$ cat src/pkg/clkgen_pkg.sv
// Constants for the shift and video clock generator
package clkgen_pkg;
    // ----------------------------------------------------------------
    // Register map (word index, byte address is four times index)
    // ----------------------------------------------------------------
    localparam int          ADDR_W         = 2;
    localparam logic [1:0]  IDX_OCS        = 2'h0;    // output_clock_select
    localparam logic [1:0]  IDX_CTRL       = 2'h1;    // control
    localparam logic [1:0]  IDX_STATUS     = 2'h2;    // status, read only
    localparam logic [7:0]  OCS_RESET      = 8'h30;   // Video held high, shift 1:1
    localparam logic [7:0]  OCS_WMASK      = 8'h3f;   // Bits 7:6 read zero
    // ----------------------------------------------------------------
    // Field positions
    // ----------------------------------------------------------------
    localparam int          OCS_VID_LSB    = 3;
    localparam int          OCS_SHF_LSB    = 0;
    localparam int          SEL_W          = 3;
    localparam int          CTRL_ASSIST    = 0;       // Split transfer assist enable
    localparam int          ST_ASSIST      = 0;
    localparam int          ST_ARMED       = 1;
    localparam int          ST_BLANK       = 2;
    localparam int          ST_SHIFT       = 3;
    localparam int          ST_VIDEO       = 4;
    // ----------------------------------------------------------------
    // Shared counter: bit 0 is the dot phase, bit k divides by 2^(k+1)
    // ----------------------------------------------------------------
    localparam int          CNT_W          = 6;
    localparam logic [CNT_W-1:0] CNT_ZERO  = 6'h00;
    localparam logic [CNT_W-1:0] CNT_ONE   = 6'h01;
    // ----------------------------------------------------------------
    // Timing
    // ----------------------------------------------------------------
    localparam int          CLK_PERIOD_NS  = 100;
    localparam int          SPLIT_PW_NS    = 15;
    localparam int          SPLIT_PW_RAW   = (SPLIT_PW_NS + CLK_PERIOD_NS - 1) / CLK_PERIOD_NS;
    localparam int          SPLIT_PW_CYC   = (SPLIT_PW_RAW < 1) ? 1 : SPLIT_PW_RAW;
    localparam int          TMR_W          = 4;
    localparam logic [TMR_W-1:0] TMR_ZERO  = 4'h0;
    localparam logic [TMR_W-1:0] TMR_ONE   = 4'h1;
    localparam logic [TMR_W-1:0] SPLIT_PW_T = TMR_W'(SPLIT_PW_CYC);
endpackage

$ cat src/core/shift_video_clock_generator.sv
// Shift, video and latch clock generator with Avalon-MM register slave
//
// The implementer's own choices: the Avalon-MM interface to the registers and the address map.
`timescale 1ns/1ps
module shift_video_clock_generator
    import clkgen_pkg::*;
#(
    parameter int                PIX_W       = 32,
    parameter logic [TMR_W-1:0]  SPLIT_DELAY = 4'h2
) (
    input  wire logic               CORE_CLK_I,          // Core clock, two per dot
    input  wire logic               RST_N_I,             // Async reset, active low
    input  wire logic [ADDR_W-1:0]  AVS_ADDRESS_I,       // Word address
    input  wire logic               AVS_READ_I,          // Read request
    input  wire logic               AVS_WRITE_I,         // Write request
    input  wire logic [31:0]        AVS_WRITEDATA_I,     // Write data
    output logic [31:0]             AVS_READDATA_O,      // Read data
    output logic                    AVS_WAITREQUEST_O,   // Stall request
    input  wire logic               BLANK_N_I,           // Blanking pin, active low
    input  wire logic               SPLIT_FLAG_I,        // split_flag_input pin
    input  wire logic [PIX_W-1:0]   PIXEL_I,             // Pixel port
    output logic                    SHIFT_CLK_O,         // Gated shift clock
    output logic                    VIDEO_CLK_O,         // video_clock
    output logic                    LOAD_CLK_O,          // Latch clock, never blanked
    output logic [PIX_W-1:0]        PIXEL_O,             // Latched pixel group
    output logic                    BLANK_N_O,           // Aligned blanking, active low
    output logic                    FIRST_GROUP_O        // First group latched pulse
);
    // ----------------------------------------------------------------
    // State
    // ----------------------------------------------------------------
    typedef struct packed {
        logic [7:0]        ocs;
        logic              assist;
        logic [CNT_W-1:0]  cnt;
        logic              blank_m;     // Synchroniser first stages
        logic              blank_s;
        logic              split_m;
        logic              split_s;
        logic              split_d;
        logic [PIX_W-1:0]  pix_m;
        logic [PIX_W-1:0]  pix_s;
        logic              vid;
        logic              raw;
        logic              sclk;
        logic              blank_smp;   // 1 while sampled blanking active
        logic              split_seen;
        logic              armed;
        logic              skip;
        logic              first;
        logic [PIX_W-1:0]  pix_out;
        logic              blank_out;
        logic              busy;
        logic              firing;
        logic [TMR_W-1:0]  tmr;
        logic              wait_req;
        logic [31:0]       rdata;
    } state_t;

    state_t st_reg;
    state_t st_next;

    // Clock select decode, used for both outputs
    function automatic logic sel_off(input logic [SEL_W-1:0] sel);
        sel_off = sel[2] & sel[1];
    endfunction

    // Tap of the shared counter for a code; high during first half period
    function automatic logic sel_tap(input logic [SEL_W-1:0] sel,
                                     input logic [CNT_W-1:0] cnt);
        sel_tap = ~cnt[sel];
    endfunction

    logic [SEL_W-1:0] vid_sel;
    logic [SEL_W-1:0] shf_sel;
    logic             cnt_clear;
    logic             split_rise;
    logic             bus_take;
    logic             raw_rise;
    logic             sclk_rise;

    assign vid_sel    = st_reg.ocs[OCS_VID_LSB +: SEL_W];
    assign shf_sel    = st_reg.ocs[OCS_SHF_LSB +: SEL_W];
    assign cnt_clear  = sel_off(vid_sel) & sel_off(shf_sel);
    assign split_rise = st_reg.split_s & ~st_reg.split_d;
    assign bus_take   = (AVS_READ_I | AVS_WRITE_I) & ~st_reg.wait_req;

    // ----------------------------------------------------------------
    // Next state
    // ----------------------------------------------------------------
    always_comb begin
        st_next   = st_reg;
        raw_rise  = 1'b0;
        sclk_rise = 1'b0;

        // Pin synchronisers
        st_next.blank_m = ~BLANK_N_I;
        st_next.blank_s = st_reg.blank_m;
        st_next.split_m = SPLIT_FLAG_I;
        st_next.split_s = st_reg.split_m;
        st_next.split_d = st_reg.split_s;
        st_next.pix_m   = PIXEL_I;
        st_next.pix_s   = st_reg.pix_m;

        if (cnt_clear) begin
            st_next.cnt = CNT_ZERO;
        end else begin
            st_next.cnt = st_reg.cnt + CNT_ONE;
        end

        st_next.vid = sel_off(vid_sel) ? 1'b1 : sel_tap(vid_sel, st_next.cnt);

        // sample blanking on video clock falling edge
        if (st_reg.vid & ~st_next.vid) begin
            st_next.blank_smp = st_reg.blank_s;
        end

        // ungated shift clock doubles as latch clock
        st_next.raw = sel_off(shf_sel) ? 1'b0 : sel_tap(shf_sel, st_next.cnt);
        raw_rise    = st_next.raw & ~st_reg.raw;

        // split assist: delay then fixed-width pulse
        if (st_reg.busy) begin
            if (st_reg.tmr != TMR_ZERO) begin
                st_next.tmr = st_reg.tmr - TMR_ONE;
            end else if (!st_reg.firing) begin
                st_next.firing = 1'b1;
                st_next.tmr    = SPLIT_PW_T - TMR_ONE;
            end else begin
                st_next.firing = 1'b0;
                st_next.busy   = 1'b0;
            end
        end else if (split_rise && st_reg.assist && !sel_off(shf_sel)) begin
            st_next.busy = 1'b1;
            st_next.tmr  = SPLIT_DELAY;
        end

        // gate: start on raw rise or split pulse, finish any high phase
        if (sel_off(shf_sel)) begin
            st_next.sclk = 1'b0;
        end else begin
            st_next.sclk = st_next.firing |
                           (st_next.raw & (st_reg.sclk | (raw_rise & ~st_next.blank_smp)));
        end
        sclk_rise = st_next.sclk & ~st_reg.sclk;

        // a pulse during blanking counts as the split pulse
        if (sclk_rise && st_reg.blank_smp) begin
            st_next.split_seen = 1'b1;
        end

        // arm first group search when blanking ends
        st_next.first = 1'b0;
        if (st_reg.blank_smp && !st_next.blank_smp) begin
            st_next.armed      = 1'b1;
            st_next.skip       = ~st_next.split_seen;
            st_next.split_seen = 1'b0;
        end else if (sclk_rise && st_reg.armed && !st_next.blank_smp) begin
            if (st_reg.skip) begin
                st_next.skip = 1'b0;
            end else begin
                st_next.armed = 1'b0;
                st_next.first = 1'b1;
            end
        end

        // latch pixels and blanking together on latch clock rise
        if (raw_rise) begin
            st_next.pix_out   = st_reg.pix_s;
            st_next.blank_out = st_reg.blank_smp;
        end

        // Avalon-MM slave, one wait cycle per access
        st_next.wait_req = ~((AVS_READ_I | AVS_WRITE_I) & st_reg.wait_req);
        if (AVS_READ_I && st_reg.wait_req) begin
            case (AVS_ADDRESS_I)
                IDX_OCS: begin
                    st_next.rdata = {24'h000000, st_reg.ocs};
                end
                IDX_CTRL: begin
                    st_next.rdata = 32'h00000000;
                    st_next.rdata[CTRL_ASSIST] = st_reg.assist;
                end
                IDX_STATUS: begin
                    st_next.rdata = 32'h00000000;
                    st_next.rdata[ST_ASSIST] = st_reg.busy;
                    st_next.rdata[ST_ARMED]  = st_reg.armed;
                    st_next.rdata[ST_BLANK]  = st_reg.blank_smp;
                    st_next.rdata[ST_SHIFT]  = st_reg.sclk;
                    st_next.rdata[ST_VIDEO]  = st_reg.vid;
                end
                default: begin
                    st_next.rdata = 32'h00000000;
                end
            endcase
        end
        if (AVS_WRITE_I && bus_take) begin
            case (AVS_ADDRESS_I)
                IDX_OCS: begin
                    st_next.ocs = AVS_WRITEDATA_I[7:0] & OCS_WMASK;
                end
                IDX_CTRL: begin
                    st_next.assist = AVS_WRITEDATA_I[CTRL_ASSIST];
                end
                default: begin
                end
            endcase
        end
    end

    // ----------------------------------------------------------------
    // State register
    // ----------------------------------------------------------------
    // reset values
    always_ff @(posedge CORE_CLK_I or negedge RST_N_I) begin
        if (!RST_N_I) begin
            st_reg          <= '0;
            st_reg.ocs      <= OCS_RESET;
            st_reg.vid      <= 1'b1;
            st_reg.wait_req <= 1'b1;
        end else begin
            st_reg <= st_next;
        end
    end

    // Outputs straight from flops, BLANK_N_O through an inverter
    assign SHIFT_CLK_O       = st_reg.sclk;
    assign VIDEO_CLK_O       = st_reg.vid;
    assign LOAD_CLK_O        = st_reg.raw;
    assign PIXEL_O           = st_reg.pix_out;
    assign BLANK_N_O         = ~st_reg.blank_out;
    assign FIRST_GROUP_O     = st_reg.first;
    assign AVS_READDATA_O    = st_reg.rdata;
    assign AVS_WAITREQUEST_O = st_reg.wait_req;

    // ----------------------------------------------------------------
    // Assertions
    // ----------------------------------------------------------------
    localparam int SPL_LO = 3;
    localparam int SPL_HI = 24;
endmodule

$ cat config.mk
export PLATFORM = sky130hd
export DESIGN_NAME = shift_video_clock_generator
export DESIGN_NICKNAME = d
export VERILOG_FILES = /design/src/pkg/clkgen_pkg.sv /design/src/core/shift_video_clock_generator.sv
export SDC_FILE = /design/constraint.sdc
export NUM_CORES = 1
export LEC_CHECK = 0
export BUFFER_PORTS_ARGS = -buffer_cell sky130_fd_sc_hd__buf_2
export CORE_MARGIN = 4
export CORE_UTILIZATION = 25
export CTS_CLUSTER_SIZE = 28
export DETAILED_ROUTE_END_ITERATION = 10
export RECOVER_POWER = 50
export SETUP_SLACK_MARGIN = 0.5
export SLEW_MARGIN = 20
export SYNTH_ARGS = -nofsm -noshare
export SYNTH_HDL_FRONTEND = slang
export SYNTH_SLANG_ARGS = --single-unit
$ cat constraint.sdc
create_clock -name CORE_CLK_I -period 3.2 [get_ports CORE_CLK_I]
set_input_delay 0.64 -clock CORE_CLK_I [delete_from_list [all_inputs] [get_ports CORE_CLK_I]]
set_output_delay 0.64 -clock CORE_CLK_I [all_outputs]
set_load 0.01 [all_outputs]
# After elaboration in Yosys (flattened, before gate mapping)
# Index checks and enable logic that the tools add are counted.
# word_totals
register_bits	162
inputBits	72
out_inout_bits	70
word_cells	103
# op_classes
add_sub_neg	2
n_lt_le_gt_ge	2
n_eq_ne	4
muxes	26
n_bitwise	26
n_reduce_logical	18
# ops
op	count
6-bit one-hot mux with 3 select lines	1
4-bit two-way mux	4
1-bit two-way mux	15
1-bit inverter	12
1-bit bitwise AND	11
1-bit logical AND	8
3-bit by 4-bit less-than comparator with 1-bit output, second input constant	2
2-bit AND reduction	4
6-bit by 1-bit adder with 6-bit output, second input constant	1
1-bit binary-select mux with 3-bit select	2
6-bit two-way mux	1
2-bit two-way mux	2
2-bit nonzero test	2
4-bit nonzero test	1
4-bit by 1-bit subtractor with 4-bit output, second input constant	1
3-bit two-way mux	1
3-bit by 2-bit != test with 1-bit output, second input constant	1
1-bit bitwise OR	3
2-bit by 1-bit == test with 1-bit output, second input constant	1
2-bit == test, second input constant	1
1-bit zero test	2
2-bit zero test	1
2-bit by 1-bit != test with 1-bit output, second input constant	1

# Longest topological paths before layout
# depth
ltp_word	21
depth_mapped	8
mapped_depth_nobuf	7

# Worst setup path after synthesis
# Ideal clock, no wire load.
# synth_path
path_type	reg2reg
start	reg st_reg[149] (netlist bit)
end	reg st_reg, in the netlist PIXEL_O[0]
setup_time_ns	0.125
arrival_ns	2.127
t_required_ns	3.075
setup_slack_ns	0.948
stages_incl_launch_ff	9
n_path_buf	1
period_less_slack_ns	2.252
path_cell_list	dfrtp_1 ha_1 xor2_1 nor2_1 a211oi_2 or4_4 o31ai_4 buf_12 mux2_4
# synth_via
elab_chain_cells	7
# synth_lines
element	line	source
start: declaration	shift_video_clock_generator.sv:60	state_t st_reg;
start signal: assignment	shift_video_clock_generator.sv:222	st_reg <= st_next;
6-bit by 1-bit adder with 6-bit output	shift_video_clock_generator.sv:108	st_next.cnt = st_reg.cnt + CNT_ONE;
6-bit two-way mux	shift_video_clock_generator.sv:105	if (cnt_clear) begin
1-bit binary-select mux with 3-bit select	shift_video_clock_generator.sv:71	sel_tap = ~cnt[sel];
1-bit two-way mux (implied by the code)	shift_video_clock_generator.sv:71	
1-bit inverter	shift_video_clock_generator.sv:71	
1-bit two-way mux	shift_video_clock_generator.sv:119	st_next.raw = sel_off(shf_sel) ? 1'b0 : sel_tap(shf_sel, st_next.cnt);
1-bit bitwise AND	shift_video_clock_generator.sv:120	raw_rise = st_next.raw & ~st_reg.raw;
# Every way passes these cells. The select of a mux whose other input is x is not followed.
# A chain may end at the register's enable or synchronous reset.

# Worst setup path in the final report
# layout_path
start	reg st_reg[149] (netlist bit)
end	reg st_reg, in the netlist PIXEL_O[14]
# The elaborated chain is that of the path after synthesis.

==> impl_metrics.py <==
metrics = {
    "global_route": {
        "grt_pass1_vias": 3175,
        "gr-total-overflow": 0,
        "grt_pass1_wl_mm": 17.0,
        "grt_start_max_net_pins": 81,
        "antenna_found_initial": 0,
        "grtUsageTotal_pct": 9.04,
    },
    "routing": {
        "wirelength_mm": 10.4,
        "firstDrtPassIters": 4,
        "ant_nets": 0,
        "wl_per_cell_um": 14.1,
        "num_vias": 2908,
        "via_per_inst": 3.95,
        "drt_iter0_markers": 138,
        "drc_errors": 0,
    },
    "sta": {
        "hold-worst-slack_ns": 0.330,
        "worst-slew-pin-transition_ns": 1.48,
        "finalCritPeriodShare_pct": 79.5,
        "final-hold-violation-count": 0,
        "setup_slack_ns": 0.657,
        "max_freq_ghz": 0.393,
        "finClkSkew_ns": 0.00805,
        "slew_viol_final": 0,
        "slew_headroom_pct": 1.04,
        "setup_tns_ns": 0,
        "finalSetupViolations": 0,
        "rsz0062_at_grt": "false",
        "period_needed_ns": 2.54,
    },
    "finish": {
        "largest_reg_flops": 55,
        "multi_input_area_um2": 1460,
        "diodes": 0,
        "nets": 523,
        "nFillCells": 2134,
        "fin_cells": 737,
        "area_growth_pct": 19.4,
        "drive_gt1_share_pct": 39.0,
        "seq_area_um2": 3410,
    },
    "power_and_ir_drop": {
        "total_power_mw": 6.60,
        "p_leak_nw": 2.97,
        "p_per_area_nw_per_um2": 1030,
        "vdd_drop_max_v": 0.000334,
    },
    "placed_design": {
        "routabilityCongestion": 0.774,
        "dp_hpwl_mm": 7.16,
        "pre_cts_ws_ns": 0.360,
        "place_inst": 702,
        "port_buffers": 89,
    },
    "hold_path": {
        "hold_path_class": "input port to flip-flop",
    },
    "critical_path": {
        "crit_top_cell": "buf_12",
        "crit_required_ns": 3.50,
        "slowest_delay_ns": 0.52,
        "cp_top_family": "simple AND/OR/NAND/NOR gates",
        "path_max_fanout": 18,
        "cp-end-kind": "flip-flop",
        "reg2reg_slack_ns": 0.66,
        "start_kind": "flip-flop",
        "critical_path.n_buffers_inverters": 2,
        "crit_chain": "ha_1 -> xor2_1 -> nor2_1 -> a211oi_2 -> or4_4 -> o31ai_4 -> buf_12 -> buf_12 -> mux2_2",
        "crit_arrival_ns": 2.84,
        "worstSetupPathType": "flip-flop to flip-flop",
        "cp_slowest_cell": "or4_4",
    },
    "run": {
        "cap_violations": 0,
    },
    "logic_synthesis": {
        "synth.distinct_cells": 52,
        "synth-seq-area-share_pct": 63.5,
        "yosys.area.top_type": "dfrtp_1",
        "yosysWarnings": 0,
        "synth_edf_count": 0,
        "yosysMostFrequentCell": "dfrtp_1",
        "synth-seq-cells": 136,
        "netlist_area_um2": 5370,
        "netlist_instances": 379,
        "synth.area.top_cells": "dfrtp_1 (62%), buf_4 (8.9%), mux2_4 (8.4%)",
        "syn-mean-instance-area_um2": 14.2,
        "yosys.area.top_type_share_pct": 61.5,
        "synth_common_cells": "dfrtp_1 (132), buf_4 (64), mux2_4 (30), nor2_1 (18), nand2_1 (17)",
        "postSynth.asyncResetShare_pct": 100,
        "synthFlopType": "dfrtp_1",
    },
    "floorplan": {
        "fp.dieW_um": 155,
        "core_area_um2": 21100,
        "num_rows": 53,
        "dieArea_um2": 23900,
        "io_pins": 142,
        "dieHeight_um": 155,
        "start_util_pct": 25.5,
    },
    "clock_tree": {
        "clock_path_buffers": 2,
        "cts_buffers": 17,
        "hold_buffers": 0,
        "insertion_delay_ns": 0.41,
        "post_cts_resized": 0,
        "htreeDepth": 4,
        "cts_tree": "built",
        "clk_root_buffer_cell": "clkbuf_16",
        "cts_sinks": 136,
        "clk_pin_slew_ns": 0.06,
        "post_cts.repair.setup_buffers": 3,
    },
    "status": {
        "status": "finished, final reports clean",
    },
}
==> logic make-up after synthesis <==
group                    count (synthesis)  share of synthesized area, %
AO/OA/AOI/OAI                           45                          5.94
XOR/XNOR                                 4                         0.792
adder cells (fa/ha/maj)                  2                         0.466
buffers and inverters                   81                          11.1
flip-flops                             136                          63.5
multiplexers                            43                          11.0
other                                    1                        0.0698
AND/OR/NAND/NOR                         67                          7.18
==> worst register-to-register path, cell delays in order, from the launching register on <==
cell      delay (ns)
dfrtp_1         0.44
ha_1            0.26
xor2_1          0.20
nor2_1          0.15
a211oi_2        0.07
or4_4           0.52
o31ai_4         0.09
buf_12          0.16
buf_12          0.18
mux2_2          0.36
==> metrics by stage <==
stage	instance area, µm²	util, %
floorplan	5460	-
detailed placement	5760	27.3
finish	6410	30.4
global placement	5760	27.3
CTS	6420	30.5
global route	6410	30.4
==> cells in the final DEF, fill, tap and decap left out, types with 2 or more instances in the layout <==
cell	count
dfrtp_1	132
buf_2	87
mux2_4	30
conb_1	26
nor2_1	18
nand2_1	17
clkbuf_16	17
o21ai_0	16
inv_1	10
mux2_2	7
mux2i_1	6
a21oi_1	5
nor3_1	5
nor2b_1	4
o31ai_1	4
bufinv_16	4
buf_4	4
dfstp_2	3
nand3_1	3
nand2b_1	3
o21a_1	3
a31oi_1	3
clkinvlp_4	3
clkbuf_1	3
inv_6	3
buf_12	3
nor4_1	2
a211oi_2	2
xnor2_1	2
o211ai_1	2
or2_2	2
nor4bb_1	2
ha_1	2
clkinv_2	2
clkinv_4	2
==> worst paths after layout <==
check	startpoint	end	depth (start not counted)
max	st_reg[149]	PIXEL_O[14]	9
min	PIXEL_I[1]	st_next[81]	1
max reg2reg	st_reg[149]	PIXEL_O[14]	9
min reg2reg	st_next[85]	st_reg[85]	0
max in group asynchronous	RST_N_I	st_next[105]	2
min in group asynchronous	RST_N_I	PIXEL_O[23]	1
==> routing by layer <==
layer | up-vias | routed length, µm | global-route usage, %
li1 | 1346 | - | -
met1 | 1456 | 4590 | 11.4
met2 | 96 | 4950 | 14.1
met3 | 10 | 689 | 3.41
met4 | 0 | 137 | 3.45
met5 | - | 0 | 0
==> area by class of cell <==
class	instances	share of cell area, %
sequential	136	53.2
multi-input combinational	187	22.8
timing repair buffer	97	8.39
clock buffer	18	6.69
tap	275	5.37
clock inverter	14	3.06
inverter	10	0.585
==> power breakdown <==
| group | internal (mW) | switching, mW | total, mW |
|---|---|---|---|
| registers | 2.16 | 0.327 | 2.49 |
| logic | 1.09 | 0.949 | 2.04 |
| clock network | 1.31 | 0.764 | 2.07 |
| total | 4.56 | 2.04 | 6.60 |
Note: power is estimated with default switching activity, not from simulation.
